`src/hw/adc_th_pkg.sv`:
```
// Register map, field positions, reset values and types of the track-and-hold sequencer.
// Assumes a 20 MHz system clock and an AXI4-Lite master with 32-bit data.
package adc_th_pkg;
  // ==========================================================================
  // Register indices, byte address is four times the index
  localparam logic [9:0] IDX_POS = 10'h0bb;
  localparam logic [9:0] IDX_CTRL = 10'h0c0;
  localparam logic [9:0] IDX_CFG = 10'h0c1;
  localparam logic [9:0] IDX_RES = 10'h0c2;
  localparam logic [9:0] IDX_ISTS = 10'h0c3;
  localparam logic [9:0] IDX_IEN = 10'h0c4;
  localparam logic [9:0] IDX_ICLR = 10'h0c5;
  // ==========================================================================
  // Field positions
  localparam int unsigned CTL_EN = 7;
  localparam int unsigned CTL_TM = 6;
  localparam int unsigned CTL_DONE = 5;
  localparam int unsigned CTL_BUSY = 4;
  localparam int unsigned CTL_SRC = 0;
  localparam int unsigned CFG_DIV_LSB = 3;
  localparam int unsigned POS_W = 5;
  localparam int unsigned RES_BITS = 10;
  // ==========================================================================
  // Reset values and codes
  localparam logic [4:0] DIV_RST = 5'h1f;
  localparam logic [4:0] POS_RST = 5'h00;
  localparam logic [4:0] POS_LAST_PIN = 5'h10;
  localparam logic [4:0] POS_SUPPLY = 5'h1f;
  localparam logic [1:0] TRACK_LAST = 2'h2;
  localparam logic [9:0] SAR_FIRST = 10'h200;
  localparam logic [3:0] SAR_TOP_BIT = 4'h9;
  localparam logic [1:0] RESP_OKAY = 2'h0;
  localparam logic [1:0] RESP_SLVERR = 2'h2;
  // ==========================================================================
  // Types
  typedef enum {st_idle, st_lptrack, st_conv} state_t;
  typedef struct packed {
    logic en;
    logic lp;
    logic pin_src;
  } ctrl_t;
  localparam ctrl_t CTRL_RST = '{en: 1'b0, lp: 1'b0, pin_src: 1'b0};

  // Index lies in the implemented map
  function automatic logic is_mapped(input logic [9:0] idx);
    return idx == IDX_POS || (idx >= IDX_CTRL && idx <= IDX_ICLR);
  endfunction

  // Selector code names a port pin or the supply
  function automatic logic code_ok(input logic [4:0] c);
    return c <= POS_LAST_PIN || c == POS_SUPPLY;
  endfunction
endpackage

```
`src/hw/adc_track_hold.sv`:
```
// Track-and-hold sequencer, divider, SAR step logic, input selector and AXI4-Lite registers.
// Assumes a synchronous start pin, standby level and comparator input from the analog side.
//
// Summary of operation
// Default mode tracks except during conversion
// Tracking-mode bit one selects low-power tracking
// Low-power: three converter clocks tracking before converting
// Pin start: track while low, convert on rise
// Standby shuts tracking off
// Software waits minimum tracking time after mux change
// Software prefers low-power mode when switching often
// Each conversion yields ten result bits
// Five-bit code selects pins, supply; rest reserved
// Selector upper three bits read zero, ignore writes
// Converter clock is system clock over divider+1
// Busy falls: set done flag, request interrupt
`timescale 1ns/1ps
module adc_track_hold
  import adc_th_pkg::*;
(
  // Clock and reset
  input wire logic clk,
  input wire logic rst_b,
  // AXI4-Lite write channels
  input wire logic [11:0] awaddr,
  input wire logic [2:0] awprot,
  input wire logic awvalid,
  output logic awready,
  input wire logic [31:0] wdata,
  input wire logic [3:0] wstrb,
  input wire logic wvalid,
  output logic wready,
  output logic [1:0] bresp,
  output logic bvalid,
  input wire logic bready,
  // AXI4-Lite read channels
  input wire logic [11:0] araddr,
  input wire logic [2:0] arprot,
  input wire logic arvalid,
  output logic arready,
  output logic [31:0] rdata,
  output logic [1:0] rresp,
  output logic rvalid,
  input wire logic rready,
  // Analog side and triggers
  input wire logic external_convert_start,
  input wire logic standby_in,
  input wire logic cmp_hi,
  output logic track_r,
  output logic [4:0] positive_input_code,
  output logic [9:0] sar_trial,
  output logic irq_r
);
  // ==========================================================================
  // Register state
  ctrl_t ctrl_r;
  logic [4:0] div_r, pos_r, div_cnt_r;
  logic done_r, ists_r, ien_r, pin_prev_r;
  logic [9:0] trial_r, result_r;
  logic [3:0] bit_r;
  logic [1:0] trk_cnt_r;
  state_t state_r;
  logic aw_have_r, w_have_r, awready_r, wready_r, bvalid_r, arready_r, rvalid_r;
  logic [9:0] aw_idx_r;
  logic [31:0] wdata_h_r, rdata_r;
  logic [3:0] wstrb_h_r;
  logic [1:0] bresp_r, rresp_r;

  logic do_wr, wr_en, tick, sw_start, pin_rise, start, conv_end, busy;
  logic [31:0] rd_val;

  assign do_wr = aw_have_r && w_have_r && !bvalid_r;
  assign wr_en = do_wr && is_mapped(aw_idx_r) && wstrb_h_r[0];
  assign busy = state_r != st_idle;
  assign tick = div_cnt_r == div_r;
  assign sw_start = wr_en && aw_idx_r == IDX_CTRL && wdata_h_r[CTL_BUSY] && !ctrl_r.pin_src;
  assign pin_rise = external_convert_start && !pin_prev_r && ctrl_r.pin_src;
  assign start = (sw_start || pin_rise) && ctrl_r.en && !standby_in && state_r == st_idle;
  assign conv_end = state_r == st_conv && tick && bit_r == 4'h0;

  // ==========================================================================
  // AXI write address and data holding
  always_ff @(posedge clk) begin
    if (!rst_b) begin
      aw_have_r <= 1'b0;
      awready_r <= 1'b1;
      aw_idx_r <= 10'h000;
      w_have_r <= 1'b0;
      wready_r <= 1'b1;
      wdata_h_r <= 32'h0;
      wstrb_h_r <= 4'h0;
    end else begin
      if (awvalid && awready_r) begin
        aw_have_r <= 1'b1;
        awready_r <= 1'b0;
        aw_idx_r <= awaddr[11:2];
      end else if (do_wr) begin
        aw_have_r <= 1'b0;
        awready_r <= 1'b1;
      end
      if (wvalid && wready_r) begin
        w_have_r <= 1'b1;
        wready_r <= 1'b0;
        wdata_h_r <= wdata;
        wstrb_h_r <= wstrb;
      end else if (do_wr) begin
        w_have_r <= 1'b0;
        wready_r <= 1'b1;
      end
    end
  end

  // Write response after both halves are in
  always_ff @(posedge clk) begin
    if (!rst_b) begin
      bvalid_r <= 1'b0;
      bresp_r <= RESP_OKAY;
    end else if (do_wr) begin
      bvalid_r <= 1'b1;
      bresp_r <= is_mapped(aw_idx_r) ? RESP_OKAY : RESP_SLVERR;
    end else if (bready) begin
      bvalid_r <= 1'b0;
    end
  end

  // Read data selection
  always_comb begin
    rd_val = 32'h0;
    case (araddr[11:2])
      IDX_POS: rd_val[4:0] = pos_r;
      IDX_CTRL: begin
        rd_val[CTL_EN] = ctrl_r.en;
        rd_val[CTL_TM] = ctrl_r.lp;
        rd_val[CTL_DONE] = done_r;
        rd_val[CTL_BUSY] = busy;
        rd_val[CTL_SRC] = ctrl_r.pin_src;
      end
      IDX_CFG: rd_val[7:3] = div_r;
      IDX_RES: rd_val[9:0] = result_r;
      IDX_ISTS: rd_val[0] = ists_r;
      IDX_IEN: rd_val[0] = ien_r;
      default: rd_val = 32'h0;
    endcase
  end

  // Read channel, one read at a time
  always_ff @(posedge clk) begin
    if (!rst_b) begin
      arready_r <= 1'b1;
      rvalid_r <= 1'b0;
      rdata_r <= 32'h0;
      rresp_r <= RESP_OKAY;
    end else if (arvalid && arready_r) begin
      arready_r <= 1'b0;
      rvalid_r <= 1'b1;
      rdata_r <= rd_val;
      rresp_r <= is_mapped(araddr[11:2]) ? RESP_OKAY : RESP_SLVERR;
    end else if (rvalid_r && rready) begin
      rvalid_r <= 1'b0;
      arready_r <= 1'b1;
    end
  end

  // ==========================================================================
  // Software-written configuration
  always_ff @(posedge clk) begin
    if (!rst_b) begin
      ctrl_r <= CTRL_RST;
      div_r <= DIV_RST;
      pos_r <= POS_RST;
      ien_r <= 1'b0;
    end else if (wr_en) begin
      if (aw_idx_r == IDX_CTRL) begin
        ctrl_r.en <= wdata_h_r[CTL_EN];
        ctrl_r.lp <= wdata_h_r[CTL_TM];
        ctrl_r.pin_src <= wdata_h_r[CTL_SRC];
      end
      if (aw_idx_r == IDX_CFG)
        div_r <= wdata_h_r[7:3];
      if (aw_idx_r == IDX_POS)
        pos_r <= wdata_h_r[4:0];
      if (aw_idx_r == IDX_IEN)
        ien_r <= wdata_h_r[0];
    end
  end

  // Done flag and interrupt status; a completion beats a clear
  always_ff @(posedge clk) begin
    if (!rst_b) begin
      done_r <= 1'b0;
      ists_r <= 1'b0;
      irq_r <= 1'b0;
    end else begin
      if (conv_end)
        done_r <= 1'b1;
      else if (wr_en && aw_idx_r == IDX_CTRL && !wdata_h_r[CTL_DONE])
        done_r <= 1'b0;
      if (conv_end)
        ists_r <= 1'b1;
      else if (wr_en && aw_idx_r == IDX_ICLR && wdata_h_r[0])
        ists_r <= 1'b0;
      irq_r <= ists_r && ien_r;
    end
  end

  // ==========================================================================
  // Converter clock divider, restarted at each start
  always_ff @(posedge clk) begin
    if (!rst_b)
      div_cnt_r <= 5'h00;
    else if (start || tick)
      div_cnt_r <= 5'h00;
    else
      div_cnt_r <= div_cnt_r + 5'h01;
  end

  // Sequencer: idle, low-power tracking, successive approximation
  always_ff @(posedge clk) begin
    if (!rst_b) begin
      state_r <= st_idle;
      trk_cnt_r <= 2'h0;
      bit_r <= 4'h0;
      trial_r <= 10'h000;
      result_r <= 10'h000;
      pin_prev_r <= 1'b0;
    end else begin
      pin_prev_r <= external_convert_start;
      case (state_r)
        st_idle: begin
          if (start) begin
            trk_cnt_r <= 2'h0;
            bit_r <= SAR_TOP_BIT;
            trial_r <= SAR_FIRST;
            if (sw_start && wdata_h_r[CTL_TM]) // Mode written with the start applies
              state_r <= st_lptrack;
            else
              state_r <= st_conv;
          end
        end
        st_lptrack: begin
          if (tick) begin
            trk_cnt_r <= trk_cnt_r + 2'h1;
            if (trk_cnt_r == TRACK_LAST)
              state_r <= st_conv;
          end
        end
        st_conv: begin
          if (tick) begin
            if (!cmp_hi)
              trial_r[bit_r] <= 1'b0;
            if (bit_r == 4'h0) begin
              result_r <= cmp_hi ? trial_r : (trial_r & ~10'h001);
              state_r <= st_idle;
            end else begin
              trial_r[bit_r - 4'h1] <= 1'b1;
              bit_r <= bit_r - 4'h1;
            end
          end
        end
        default: state_r <= st_idle;
      endcase
    end
  end

  // Track switch drive; off for disable, standby, reserved code or conversion
  always_ff @(posedge clk) begin
    if (!rst_b)
      track_r <= 1'b0;
    else if (!ctrl_r.en || standby_in || !code_ok(pos_r))
      track_r <= 1'b0;
    else if (state_r == st_conv)
      track_r <= 1'b0;
    else if (state_r == st_lptrack)
      track_r <= 1'b1;
    else if (ctrl_r.lp)
      track_r <= ctrl_r.pin_src && !external_convert_start;
    else
      track_r <= 1'b1;
  end

  // ==========================================================================
  // Checks
  logic [7:0] lpt_cyc_r;
  logic [3:0] conv_ticks_r;
  always_ff @(posedge clk) begin
    if (!rst_b) begin
      lpt_cyc_r <= 8'h00;
      conv_ticks_r <= 4'h0;
    end else begin
      lpt_cyc_r <= (state_r == st_lptrack) ? lpt_cyc_r + 8'h01 : 8'h00;
      conv_ticks_r <= (state_r != st_conv) ? 4'h0 : conv_ticks_r + {3'h0, tick};
    end
  end

  default_track_a: assert property (@(posedge clk) disable iff (!rst_b)
    state_r == st_idle && ctrl_r.en && !ctrl_r.lp && !standby_in && code_ok(pos_r)
    |=> track_r) else $error("continuous tracking lost");
  conv_hold_a: assert property (@(posedge clk) disable iff (!rst_b)
    state_r == st_conv |=> !track_r) else $error("tracking during conversion");
  lp_idle_a: assert property (@(posedge clk) disable iff (!rst_b)
    state_r == st_idle && ctrl_r.lp && !ctrl_r.pin_src |=> !track_r)
    else $error("low-power mode tracks while idle");
  lp_track_len_a: assert property (@(posedge clk) disable iff (!rst_b)
    state_r == st_lptrack && tick && trk_cnt_r == TRACK_LAST
    |-> int'(lpt_cyc_r) == 3 * (int'(div_r) + 1) - 1)
    else $error("low-power tracking interval wrong");
  pin_start_a: assert property (@(posedge clk) disable iff (!rst_b)
    start && ctrl_r.lp && ctrl_r.pin_src |=> state_r == st_conv ##1 !track_r)
    else $error("pin rise did not start conversion");
  pin_low_track_a: assert property (@(posedge clk) disable iff (!rst_b)
    state_r == st_idle && ctrl_r.en && ctrl_r.lp && ctrl_r.pin_src && !standby_in
    && code_ok(pos_r) |=> track_r == !$past(external_convert_start))
    else $error("pin-low tracking wrong");
  standby_off_a: assert property (@(posedge clk) disable iff (!rst_b)
    standby_in |=> !track_r) else $error("tracking in standby");
  ten_bits_a: assert property (@(posedge clk) disable iff (!rst_b)
    conv_end |-> conv_ticks_r == 4'h9 ##1 state_r == st_idle)
    else $error("conversion not ten steps");
  reserved_code_a: assert property (@(posedge clk) disable iff (!rst_b)
    wr_en && aw_idx_r == IDX_POS && wdata_h_r[4:0] == 5'h11 |=> ##1 !track_r)
    else $error("reserved code tracks");
  sel_upper_a: assert property (@(posedge clk) disable iff (!rst_b)
    arvalid && arready_r && araddr[11:2] == IDX_POS |=> rdata_r[31:5] == 27'h0)
    else $error("selector upper bits not zero");
  done_irq_a: assert property (@(posedge clk) disable iff (!rst_b)
    state_r == st_conv && conv_end |=> done_r && ists_r && !busy ##1 irq_r == ien_r)
    else $error("completion not flagged");

  // ==========================================================================
  // Outputs
  assign awready = awready_r;
  assign wready = wready_r;
  assign bvalid = bvalid_r;
  assign bresp = bresp_r;
  assign arready = arready_r;
  assign rvalid = rvalid_r;
  assign rdata = rdata_r;
  assign rresp = rresp_r;
  assign positive_input_code = pos_r;
  assign sar_trial = trial_r;
endmodule // adc_track_hold

```
`config.mk`:
```
export PLATFORM = sky130hd
export DESIGN_NAME = adc_track_hold
export DESIGN_NICKNAME = d
export VERILOG_FILES = /design/src/hw/adc_th_pkg.sv /design/src/hw/adc_track_hold.sv
export SDC_FILE = /design/constraint.sdc
export NUM_CORES = 1
export LEC_CHECK = 0
export CAP_MARGIN = 20
export CORE_AREA = 3 3 81 121
export DETAILED_ROUTE_END_ITERATION = 8
export DIE_AREA = 0 0 84 124
export DONT_BUFFER_PORTS = 1
export PLACE_DENSITY = 0.7
export REMOVE_ABC_BUFFERS = 1
export SLEW_MARGIN = 20
export SYNTH_ARGS = -nofsm -noshare
export SYNTH_HDL_FRONTEND = slang
export SYNTH_SLANG_ARGS = --single-unit
```
`constraint.sdc`:
```
create_clock -name clk -period 5.5 [get_ports clk]
set_input_delay 0.55 -clock clk [delete_from_list [all_inputs] [get_ports clk]]
set_output_delay 0.55 -clock clk [all_outputs]
set_load 0.1 [all_outputs]
```
After elaboration in Yosys (flattened, before gate mapping)
Index checks and enable logic that the tools add are counted.
- flip-flop bits (word level): 122
- input bits: 76
- add/subtract/negate cells: 3
- reductions and logical operators: 66
- mux-type cells: 53
- $lt $le $gt $ge: 9
- eq/ne operators: 24
- bitwise operators: 4
- operator list (cell ; number):
    $mux W32 ; 5
    $eq A10 B8 Y1 const B ; 11
    $pmux W32 S3 ; 1
    $mux W10 ; 7
    $eq A32 B2 Y1 const B ; 2
    $logic_not A32 Y1 ; 2
    $eq A32 B1 Y1 const B ; 1
    $eq A32 B3 Y1 const B ; 1
    $reduce_bool A32 Y1 ; 1
    $logic_and A1 B1 Y1 ; 28
    $mux W1 ; 21
    $ge A10 B8 Y1 const B ; 2
    $le A10 B8 Y1 const B ; 2
    $pmux W10 S2 ; 1
    $reduce_bool A2 Y1 ; 8
    $mux W2 ; 6
    $mux W4 ; 3
    $ne A2 B2 Y1 const B ; 6
    $and A10 B10 Y10 ; 1
    $lt A4 B5 Y1 const B ; 2
    $not A10 Y10 ; 1
    $or A10 B10 Y10 ; 1
    $pmux W3 S3 ; 1
    $reduce_and A3 Y1 ; 3
    23 further kinds ; 42

Depth between registers and ports, before layout
- depth after elaboration: 14
- mapped depth: 9
- mapped depth without buffers: 7

Worst setup path after synthesis
Ideal clock, no wire load.
- path type: reg2reg
- start: register bvalid_r (netlist: bvalid)
- end: register state_r[1]
- cell stages (with the launch flop): 7
- setup slack: 3.276 ns
- arrival: 2.100 ns
- cell sequence: dfxtp_1 -> and4b_1 -> clkbuf_1 -> and4_1 -> o21a_1 -> a311oi_1 -> o32ai_1
- word-level cells in the longest chain between the ends: 13
- ends and longest elaborated chain (element ; line ; RTL):
    from (decl) ; adc_track_hold.sv:63 ; logic aw_have_r, w_have_r, awready_r, wready_r, bvalid_r, arready_r, rvalid_r;
    from (signal assigned) ; adc_track_hold.sv:116 ; bvalid_r <= 1'b0;
    from (signal assigned) ; adc_track_hold.sv:119 ; bvalid_r <= 1'b1;
    from (signal assigned) ; adc_track_hold.sv:122 ; bvalid_r <= 1'b0;
    $logic_not A1 Y1 (*) ; adc_track_hold.sv:72 ; assign do_wr = aw_have_r && w_have_r && !bvalid_r;
    $logic_and A1 B1 Y1 (*) ; adc_track_hold.sv:72 ;
    $logic_and A1 B1 Y1 (*) (2 in a row) ; adc_track_hold.sv:73 ; assign wr_en = do_wr && is_mapped(aw_idx_r) && wstrb_h_r[0];
    $logic_and A1 B1 Y1 (*) (3 in a row) ; adc_track_hold.sv:76 ; assign sw_start = wr_en && aw_idx_r == IDX_CTRL && wdata_h_r[CTL_BUSY] && !ctrl_r.pin_src;
    $logic_or A1 B1 Y1 ; adc_track_hold.sv:78 ; assign start = (sw_start || pin_rise) && ctrl_r.en && !standby_in && state_r == st_idle;
    $logic_and A1 B1 Y1 (3 in a row) ; adc_track_hold.sv:78 ;
    $ne A2 B2 Y1 (no source line) ; n/a ;
    $reduce_and A5 Y1 (no source line) ; n/a ;
    to (signal assigned) ; adc_track_hold.sv:220 ; state_r <= st_idle;
    to (signal assigned) ; adc_track_hold.sv:235 ; state_r <= st_lptrack;
    to (signal assigned) ; adc_track_hold.sv:237 ; state_r <= st_conv;
    to (decl) ; adc_track_hold.sv:62 ; state_t state_r;
Every way passes the cells marked *; elsewhere a longest branch is shown, timed or not. The select of a mux whose other input is x is not followed.
A chain may end at the register's enable or synchronous reset.

Worst setup path after layout
- start: register bit_r[0]
- end: register result_r[7]
- word-level cells in the longest chain between the ends: 2
- ends and longest elaborated chain (element ; line ; RTL):
    from (decl) ; adc_track_hold.sv:60 ; logic [3:0] bit_r;
    from (signal assigned) ; adc_track_hold.sv:256 ; bit_r <= bit_r - 4'h1;
    $logic_not A4 Y1 ; adc_track_hold.sv:251 ; if (bit_r == 4'h0) begin
    $reduce_and A3 Y1 (no source line) ; n/a ;
    to (signal assigned) ; adc_track_hold.sv:252 ; result_r <= cmp_hi ? trial_r : (trial_r & ~10'h001);
    to (decl) ; adc_track_hold.sv:59 ; logic [9:0] trial_r, result_r;
Every way passes these cells.

==> out/metrics.cfg <==
[run_status]
outcome=finished clean

[sta]
max_freq_mhz=377
finClkSkew_ps=11.9
rsz0062_at_grt=no
slew_headroom=0.238
final_max_slew_viol_count=0
finalSetupViolCount=0
worst_pin_slew_ps=1140
finalCritPeriodShare=0.482
final-hold-violation-count=0
setup_tns_ps=0
min_period_ps=2650

[power_and_ir_drop]
switchingPower_mw=0.433
power_frac_clock=0.426
internal-power_mw=1.05
seq_power_share=0.488
power_frac_comb=0.087
switching_share=0.292
ir_worst_vdd_v=0.000202
p_per_area_nw_per_um2=320
leakagePower_nw=1.80

[critical_path]
critPathArrivalTime_ps=2850
cp-startpoint=bit_r[0]$_SDFFE_PN0P_
cp.depth=7
path_max_fanout=12
reg2reg_to=result_r[7]$_SDFFE_PN0P_
critical_path_required_ps=5700
worstSetupStartpointType=flop
r2r_slack_ps=2850
max_stage_delay_ps=650
critPathSlowestCell=nand3_1
critPathTopFamily=simple AND/OR/NAND/NOR gates
cp_common_cell=inv_1
crit_chain=inv_1 -> ha_1 -> inv_1 -> nor3_2 -> nand3_1 -> mux2i_1 -> nor2_1
crit_type=reg2reg
end_kind=flop
crit_buf_inv=2
ff2ff_path_depth=7
r2r_start=bit_r[0]$_SDFFE_PN0P_
endpoint=result_r[7]$_SDFFE_PN0P_

[yosys]
synthCells=529
seq_area_frac_synth=0.411
ys_ff_latch=90
synth_edf_count=0
avgSynthCellArea_um2=8.29
syn_area_um2=4390
synth_ff_type=dfxtp_1
yosysUniqueCellTypes=66
synth.largest_area_cell=dfxtp_1
synth_top_area_share=0.411
synthArstFlopShare=0
synthTopCellsByArea=dfxtp_1, nand2_1, a21oi_1
yosysWarningCount=0

[final_layout]
nNetsFinal=597
area_delta_synth_final_pct=5.68
design_area_um2=4630
layout-drive-gt1-share=0.0501
most-common-layout-cells=dfxtp_1, nand2_1, a21oi_1, nor2_1, conb_1
final_common_cell=dfxtp_1

[cts]
clock-sinks=90
clk_pin_slew_ps=70
clockBufferDepth=2
post-cts-setup-buffers=0
insertion_delay_ps=340
cts_made_buffers=9
clock-root-buffer=clkbuf_16
cts_tree=yes
cts_max_level=3
ctsHoldBuffers=0
ctsResizeCount=0

[detailed_routing]
num_vias=3720
ant_nets=0
wire_per_inst_um=16.7
wl_um=10500
drtPass1Iterations=4
drt_iter0_drc=190
drc=0
via_per_inst=5.90

[die]
ios=134
die-area_um2=10400
num_rows=42
die-width_um=84
start_util=0.494
die_h_um=124
coreArea_um2=8880

[placed_design]
gp_congestion=0.887
dpl_cell_area_um2=4320
place_hpwl_um=7770
port_buffers=0

[global_route]
overflow=0
grt_pass1_wl_um=17100
track_usage=0.206
grt_max_degree=64
grt_antenna_before_repair=1
grt_pass1_vias=3542

[min_path]
min_path_type=in2reg

[run]
drv_cap=0

-- state kept, by name, indices dropped and copies added (netlist names), 2 cells and up --
register / cells
aw_idx_r: 10
bit_r: 4
ctrl_r: 3
div_cnt_r: 5
div_r: 5
positive_input_code: 5
rdata: 10
result_r: 10
sar_trial: 10
state_r: 2
trk_cnt_r: 2
wdata_h_r: 8
-- power groups by stage --
stage / clock network [mW] / logic, mW / registers (mW)
global route: 0.671 / 0.139 / 0.726
CTS: 0.642 / 0.129 / 0.724
finish: 0.631 / 0.128 / 0.724
global placement: 0 / 0.127 / 0.738
floorplan: 0 / 0.117 / 0.733
detailed placement: 0 / 0.128 / 0.739
-- layer usage --
layer	track usage	wire, µm	up-vias
met2	0.349	5240	133
met4	0.122	386	0
li1	-	-	1817
met1	0.235	4140	1738
met3	0.0536	772	32
met5	0	0	-
-- per-stage QoR --
stage	hold slack [ps]	power, mW	cells	utilization	worst slack, ps
after floorplan	430	0.850	503	-	3300
after global placement	437	0.864	613	0.486	2890
after detailed placement	450	0.867	613	0.486	2900
after CTS	258	1.49	629	0.521	2860
after global routing	257	1.54	630	0.522	2610
final	267	1.48	630	0.522	2850
-- layout make-up --
class / count / area (µm²)
Antenna cell: 1 / 2.50
Clock buffer: 9 / 225
Clock inverter: 7 / 85.1
Fill cell: 841 / 4250
Inverter: 11 / 42.5
Multi-Input combinational cell: 402 / 2340
Sequential cell: 90 / 1800
Tap cell: 110 / 138
-- kinds of logic after synthesis --
logic type,share of synthesized area
compound gates,0.182
mux,0.0456
fa+ha+maj,0.0200
flops,0.411
simple gates,0.250
buf+inv,0.0753
xor+xnor,0.0160
other cells,0.000855
-- worst min-delay path by stage --
stage | endpoint | depth (start not counted) | from | slack (ps)
2_1_floorplan | rdata[3]$_SDFFE_PN0P_ | 2 | result_r[3]$_SDFFE_PN0P_ | 430
3_3_place_gp | rdata[3]$_SDFFE_PN0P_ | 2 | result_r[3]$_SDFFE_PN0P_ | 440
3_5_place_dp | result_r[2]$_SDFFE_PN0P_ | 2 | result_r[2]$_SDFFE_PN0P_ | 450
4_1_cts | div_r[0]$_SDFFE_PN1P_ | 1 | rst_b | 260
5_1_grt | div_r[0]$_SDFFE_PN1P_ | 1 | rst_b | 260
6_report | wready$_SDFFE_PN1P_ | 1 | rst_b | 270
-- synthesized netlist by cell type (5+ instances only) --
| master | n |
|---|---|
| o211ai_1 | 6 |
| nor2_1 | 39 |
| nand4_1 | 10 |
| buf_4 | 25 |
| mux2i_1 | 20 |
| nor2b_1 | 7 |
| nand2_1 | 86 |
| o21ai_0 | 20 |
| clkbuf_1 | 20 |
| nor3_1 | 10 |
| dfxtp_1 | 90 |
| inv_1 | 10 |
| nand3_1 | 21 |
| and3_1 | 5 |
| nand2b_1 | 6 |
| ha_1 | 7 |
| a21oi_1 | 55 |
Note: power is estimated with default switching activity, not from simulation.
